===== src/logic/pcsia_pkg.sv =====
/*
 * Package for the program-flow and indirect addressing block.
 * Assumes a core where the decoder issues one-cycle strobes per instruction cycle.
 */
`default_nettype none
package pcsia_pkg;
	localparam int PCSIA_PC_W = 13;
	localparam int PCSIA_STK_DEPTH = 8;
	localparam int PCSIA_ADDR_W = 9;
	localparam logic [12:0] PCSIA_PC_RST = 13'h0000;
	localparam logic [4:0] PCSIA_LATCH_RST = 5'h00;
	localparam logic [7:0] PCSIA_FSR_RST = 8'h00;
	localparam logic [7:0] PCSIA_INDIRECT_ACCESS_PORT_ADDR = 8'h00;
	localparam logic [7:0] PCSIA_ZERO_BYTE = 8'h00;
	localparam int PCSIA_JMP_LATCH_LSB = 3;
	localparam int PCSIA_JMP_ADDR_W = 11;
	// Flow commands from the decoder
	typedef enum logic [5:0] {
		PCSIA_CMD_NONE = 6'h01,
		PCSIA_CMD_INC = 6'h02,
		PCSIA_CMD_JUMP = 6'h04,
		PCSIA_CMD_CALL = 6'h08,
		PCSIA_CMD_RET = 6'h10,
		PCSIA_CMD_VECT = 6'h20
	} pcsia_cmd_t;
endpackage : pcsia_pkg
`default_nettype wire


===== src/logic/pcsia_core.sv =====
/*
 * Program counter, 8-level circular return stack and indirect address former.
 * Assumes the decoder presents one command per enabled cycle on clk_sys and that
 * pc_low writes, pointer writes and indirect accesses arrive as one-cycle strobes.
 * Limitations: the stack pointer is hidden and wraps with no status flag,
 * so deep call chains silently lose the oldest return address.
 * Indirect reads use the address registered in the previous cycle, so the
 * pointer must be stable for one cycle before an indirect read.
 */
// Function
// - Counter is 13 bits, low byte read/write
// - Upper bits not directly writable, loaded via latch
// - Any reset clears whole counter
// - Low byte write loads upper from latch
// - Call/goto top bits from latch 4:3
// - Eight 13-bit hidden return entries
// - Push counter plus one on call or vector
// - Pop counter on any return
// - Push/pop leave latch untouched
// - Stack wraps, overwriting oldest entry
// - No overflow or underflow status
// - Indirect port accesses pointed location
// - Self-pointed indirect read gives zero
// - Self-pointed indirect write stores nothing
// - Effective address is nine bits
`default_nettype none
module pcsia_core
	import pcsia_pkg::*;
#(
	parameter logic [12:0] VECTOR_ADDR = 13'h0004 // Interrupt vector address
) (
	input wire logic clk_sys, // System clock
	input wire logic rst_b, // Async reset, active low
	input wire logic clk_en, // Freezes all state except the reset synchroniser when low
	input wire logic [5:0] flow_cmd, // One-hot flow command
	input wire logic [10:0] imm_addr, // Immediate jump address
	input wire logic latch_wr, // Write strobe to pc_high_latch
	input wire logic [7:0] latch_wdata, // Data for pc_high_latch
	input wire logic pcl_wr, // Write strobe to pc_low_byte_reg
	input wire logic [7:0] pcl_wdata, // Data for pc_low_byte_reg
	input wire logic fsr_wr, // Write strobe to file_pointer_reg
	input wire logic [7:0] fsr_wdata, // Data for file_pointer_reg
	input wire logic bank_select_bit, // Bank bit from status register
	input wire logic ind_rd, // Indirect read strobe
	input wire logic ind_wr, // Indirect write strobe
	input wire logic [7:0] ind_wdata, // Indirect write data
	input wire logic [7:0] mem_rdata, // Data memory read data
	output logic [12:0] pc, // Program counter to program memory
	output logic [7:0] pc_low_byte_reg, // Readable low byte
	output logic [7:0] file_pointer_reg, // Readable pointer
	output logic [8:0] mem_addr, // Effective indirect address
	output logic mem_wr, // Data memory write strobe
	output logic [7:0] mem_wdata, // Data memory write data
	output logic [7:0] ind_rdata // Indirect read result
);
	// Elaboration checks: the pointer and field widths below are fixed
	if (PCSIA_STK_DEPTH != 8) begin : g_bad_depth
		$error("Stack depth must be eight");
	end
	if (PCSIA_PC_W != 13) begin : g_bad_width
		$error("Counter width must be thirteen");
	end
	if (PCSIA_ADDR_W != 9) begin : g_bad_addr
		$error("Indirect address must be nine bits");
	end
	if (PCSIA_JMP_ADDR_W != 11) begin : g_bad_jump
		$error("Jump field must be eleven bits");
	end
	if (VECTOR_ADDR >= 13'h1fff) begin : g_bad_vector
		$error("VECTOR_ADDR out of range");
	end

	logic rst_meta;
	logic rst_sync_b;
	logic [4:0] pc_high_latch;
	logic [12:0] stack_mem [PCSIA_STK_DEPTH];
	logic [2:0] stk_ptr;
	logic [12:0] next_pc;
	logic [8:0] eff_addr;
	logic self_point;
	pcsia_cmd_t cmd;
	logic push_en; // Push this enabled cycle
	logic pop_en; // Pop this enabled cycle

	// Return address of the current counter value
	function automatic logic [12:0] pcsia_next_addr(input logic [12:0] cur);
		return cur + 13'h0001;
	endfunction : pcsia_next_addr

	// Commands that push a return address
	function automatic logic pcsia_is_push(input pcsia_cmd_t c);
		return (c == PCSIA_CMD_CALL) || (c == PCSIA_CMD_VECT);
	endfunction : pcsia_is_push

	// Commands that pop a return address
	function automatic logic pcsia_is_pop(input pcsia_cmd_t c);
		return c == PCSIA_CMD_RET;
	endfunction : pcsia_is_pop

	assign cmd = pcsia_cmd_t'(flow_cmd);

	// A low-byte write overrides the command, so the stack must not move
	assign push_en = clk_en && !pcl_wr && pcsia_is_push(cmd);
	assign pop_en = clk_en && !pcl_wr && pcsia_is_pop(cmd);

	// Reset release synchroniser
	always_ff @(posedge clk_sys or negedge rst_b) begin
		if (!rst_b) begin
			rst_meta <= 1'b0;
			rst_sync_b <= 1'b0;
		end else begin
			rst_meta <= 1'b1;
			rst_sync_b <= rst_meta;
		end
	end

	// Effective address and self-pointing check
	assign eff_addr = {bank_select_bit, file_pointer_reg};
	assign self_point = (file_pointer_reg == PCSIA_INDIRECT_ACCESS_PORT_ADDR);

	// Next counter value
	always_comb begin
		next_pc = pc;
		case (cmd)
			PCSIA_CMD_INC: begin
				next_pc = pcsia_next_addr(pc);
			end
			PCSIA_CMD_JUMP, PCSIA_CMD_CALL: begin
				next_pc = {pc_high_latch[4:PCSIA_JMP_LATCH_LSB], imm_addr};
			end
			PCSIA_CMD_RET: begin
				next_pc = stack_mem[stk_ptr - 3'h1];
			end
			PCSIA_CMD_VECT: begin
				next_pc = VECTOR_ADDR;
			end
			default: begin
				next_pc = pc;
			end
		endcase
		// Low-byte write wins over any flow command
		if (pcl_wr) begin
			next_pc = {pc_high_latch, pcl_wdata};
		end
	end

	// Program counter
	always_ff @(posedge clk_sys or negedge rst_sync_b) begin
		if (!rst_sync_b) begin
			pc <= PCSIA_PC_RST;
		end else if (clk_en) begin
			pc <= next_pc;
		end
	end

	// Low byte is a direct view of the counter flops
	assign pc_low_byte_reg = pc[7:0];

	// High latch, written only by software
	always_ff @(posedge clk_sys or negedge rst_sync_b) begin
		if (!rst_sync_b) begin
			pc_high_latch <= PCSIA_LATCH_RST;
		end else if (clk_en && latch_wr) begin
			pc_high_latch <= latch_wdata[4:0];
		end
	end

	// Stack pointer wraps silently
	always_ff @(posedge clk_sys or negedge rst_sync_b) begin
		if (!rst_sync_b) begin
			stk_ptr <= 3'h0;
		end else if (push_en) begin
			stk_ptr <= stk_ptr + 3'h1;
		end else if (pop_en) begin
			stk_ptr <= stk_ptr - 3'h1;
		end
	end

	// Stack storage, pushes return address
	always_ff @(posedge clk_sys) begin
		if (push_en) begin
			stack_mem[stk_ptr] <= pcsia_next_addr(pc);
		end
	end

	// File pointer
	always_ff @(posedge clk_sys or negedge rst_sync_b) begin
		if (!rst_sync_b) begin
			file_pointer_reg <= PCSIA_FSR_RST;
		end else if (clk_en && fsr_wr) begin
			file_pointer_reg <= fsr_wdata;
		end
	end

	// Indirect access outputs
	// Writes aimed at the port itself are dropped here
	always_ff @(posedge clk_sys or negedge rst_sync_b) begin
		if (!rst_sync_b) begin
			mem_addr <= 9'h000;
			mem_wr <= 1'b0;
			mem_wdata <= PCSIA_ZERO_BYTE;
		end else if (clk_en) begin
			mem_addr <= eff_addr;
			mem_wr <= ind_wr && !self_point;
			mem_wdata <= ind_wdata;
		end
	end

	// Indirect read result
	// Self-pointed reads return zero instead of memory data
	always_ff @(posedge clk_sys or negedge rst_sync_b) begin
		if (!rst_sync_b) begin
			ind_rdata <= PCSIA_ZERO_BYTE;
		end else if (clk_en && ind_rd) begin
			ind_rdata <= self_point ? PCSIA_ZERO_BYTE : mem_rdata;
		end
	end
endmodule : pcsia_core
`default_nettype wire


===== config.mk =====
export PLATFORM = sky130hd
export DESIGN_NAME = pcsia_core
export DESIGN_NICKNAME = d
export VERILOG_FILES = /design/src/logic/pcsia_pkg.sv /design/src/logic/pcsia_core.sv
export SDC_FILE = /design/constraint.sdc
export NUM_CORES = 1
export LEC_CHECK = 0
export BUFFER_PORTS_ARGS = -buffer_cell sky130_fd_sc_hd__buf_2
export CELL_PAD_IN_SITES_DETAIL_PLACEMENT = 1
export CELL_PAD_IN_SITES_GLOBAL_PLACEMENT = 1
export CORE_UTILIZATION = 46
export CTS_CLUSTER_DIAMETER = 200
export DETAILED_ROUTE_END_ITERATION = 6
export PLACE_DENSITY_LB_ADDON = 0.1
export REMOVE_ABC_BUFFERS = 1
export SLEW_MARGIN = 20
export SYNTH_ARGS = -nofsm -noshare
export SYNTH_HDL_FRONTEND = slang
export SYNTH_SLANG_ARGS = --single-unit

===== constraint.sdc =====
create_clock -name clk_sys -period 2.3 [get_ports clk_sys]
set_input_delay 0.345 -clock clk_sys [delete_from_list [all_inputs] [get_ports clk_sys]]
set_output_delay 0.345 -clock clk_sys [all_outputs]
set_load 0.05 [all_outputs]

==> impl_metrics.toml <==
[cells_and_area]
antennaDiodeCount = 0
layout_common_cells = "117 x buf_2, 104 x edfxtp_1, 56 x dfrtp_1, 30 x mux2_2, 28 x buf_4"
reg_top3 = "stack_mem x104, pc x13, mem_addr x9"
drive_gt1_share_pct = 42.4
largest_reg_flops = 104
top_register = "stack_mem"
multi_input_area_mm2 = 0.00208
regArea_mm2 = 0.00455
fill_cells = 1416
fin_nets = 638
layout_commonest_cell = "buf_2"
post-route-util_pct = 57.9
finalNonFillerCells = 766
syn_to_final_growth_pct = 22.6

[logic_synthesis]
yosys_warnings = 0
ys_async_sr_fraction_pct = 35.4
synth-compound-area-share_pct = 7.82
yosysTopAreaCellShare_pct = 45.5
synth_area_per_cell_um2 = 16.1
synth_seq_area_share_pct = 66.3
ys_ff_latch = 161
synth_mux_area_share_pct = 14.6
synth_flop_cell = "edfxtp_1"
netlist_area_mm2 = 0.00686
synth_xor_area_share_pct = 2.15
ys_types = 51
synthCells = 426
ys_top_cells_by_area = "edfxtp_1 46%, dfrtp_1 21%, mux4_2 8.5%"
synth_fa_ha_area_share_pct = 0.547
synth_top_family_by_area = "multiplexers"
synth-simple-area-share_pct = 4.87
synth_edf_count = 104
synth_top_area_cell = "edfxtp_1"

[sta]
rsz0062_at_grt = "false"
min_period_over_period_pct = 92.5
fmax_mhz = 470
finalClockSkew_ns = 0.00992
final-hold-violation-count = 0
slew_violations = 0
whs_ns = 0.105
tightest_slew_ns = 0.673
setup_slack_ns = 0.172
fin_crit_ns = 2.13
slew_headroom_pct = 54.8
setup_viol = 0

[cts]
clock_sinks = 161
post_cts_buffers = 0
cts_max_level = 4
cts_root_buffer = "clkbuf_16"
numCtsBuffers = 17
cts_tree = "done"
clk_latency_ns = 0.43
cts_buffer_depth = 2
cts.clk_slew.worst_paths_ns = 0.06

[floorplanning]
num_rows = 44
die_area_mm2 = 0.0154
start_util_pct = 47.2
dieHeight_um = 124
core_mm2 = 0.0145
pin_count = 121
die_w_um = 124

[drt]
first_iter_violations = 197
ant_nets = 0
drt-total-wl_um = 15900
viasPerCell = 5.54
wire_per_inst_um = 20.8
drc = 0
vias = 4245
first_pass_iters = 4

[placement]
dp_hpwl_um = 11400
place_ws_ns = -0.0398
dp.cells = 733
gp_congestion = 0.779
io_buffers = 117

[critical_path]
worstPathMaxFanout = 16
cp.required_ns = 2.61
endpoint_kind = "flip-flop"
path_class = "flip-flop to flip-flop"
crit_arrival_ns = 2.44
cp-start-kind = "flip-flop"

[worst_hold_path]
hold_path.class = "flip-flop to asynchronous set/reset pin"

[global_routing]
grt_overflow = 0
grt_usage_pct = 21.8
first_global_vias = 4310
grt_max_degree = 41
antenna_found_initial = 0
grt_pass1_wl_um = 23900

[outcome]
status = "finished clean"

[pwr]
vdd_ir_drop_max_v = 0.000664
leakagePower_nw = 3.37
cellPowerDensity_mw_per_mm2 = 1090

[run]
drv_cap = 0
[synth_stat cells, types with 2 or more instances]
cell type	n
edfxtp_1	104
dfrtp_1	57
mux2_2	30
mux4_2	26
inv_1	24
a21oi_1	21
a22o_1	17
nor2_1	17
nand2_1	16
buf_4	11
xnor2_1	9
mux2i_1	8
clkbuf_1	6
nand2b_1	6
xor2_1	6
a22oi_1	5
buf_2	5
o211ai_1	5
a32o_1	4
nand3_1	4
o221ai_1	4
ha_1	3
or4_1	3
a21o_1	2
and3_1	2
and4_1	2
buf_1	2
buf_6	2
nor3_1	2
o211ai_2	2
[area by class of cell]
class | instances | area share [%]
clock buffers | 17 | 5.06
clock inverters | 15 | 1.87
inverters | 24 | 1.07
multi-input cells | 215 | 24.7
flip-flops and latches | 161 | 54.1
well taps | 184 | 2.74
repair buffers | 150 | 10.5
[final timing paths]
check	from	end	slack (ns)	cells after the start
setup reg to reg	stk_ptr[0]	pc[12]	0.17	7
max in group asynchronous	rst_sync_b	pc_high_latch[0]	1.27	2
min in group clk_sys	mem_rdata[5]	ind_rdata[5]	0.14	2
setup / recovery	stk_ptr[0]	pc[12]	0.17	7
hold / removal	rst_sync_b	pc[1]	0.11	0
hold reg to reg	rst_sync_b	pc[1]	0.11	0
[cell families after synthesis]
kind of cell               after synthesis
DFF                                    161
AOI/OAI and AO/OA                       70
muxes                                   64
and+or+nand+nor                         61
buffers and inverters                   50
xor gates and xnor gates                16
adders and majority gates                3
other                                    1
[power breakdown]
group / switching, mW / internal [mW]
Combinational: 1.68 / 1.23
Clock: 1.18 / 1.61
Sequential: 0.162 / 3.36
Total: 3.02 / 6.19
[routing by layer]
metal	vias to the layer above	global-route usage, %	part of all wire (%)
met5	-	0	0
met4	0	6.92	0.93
met3	13	5.08	3.6
met2	83	37.1	54
met1	2234	27.5	41
li1	1915	-	-
[through the flow]
step	area (µm²)	power [mW]	TNS [ns]
5_1_grt	8420	9.62	0
3_5_place_dp	7810	6.51	-0.730
4_1_cts	8410	9.31	0
6_report	8420	9.21	0
2_1_floorplan	6700	5.50	-43.26
3_3_place_gp	7810	6.42	0
[what timing repair did]
item	CTS	global route
hold buffers	1	0
setup endpoints to repair	3	2
hold endpoints to repair	2	0
gates cloned	0	0
gates resized for setup	1	1
[worst max-delay path, stage by stage, from the launching register on]
cell and delay (ns):
dfrtp_1 0.41, inv_1 0.13, ha_4 0.36, buf_12 0.18
mux4_2 0.33, a22oi_1 0.25, o211ai_1 0.15, a22o_1 0.20
Note: power is estimated with default switching activity, not from simulation.
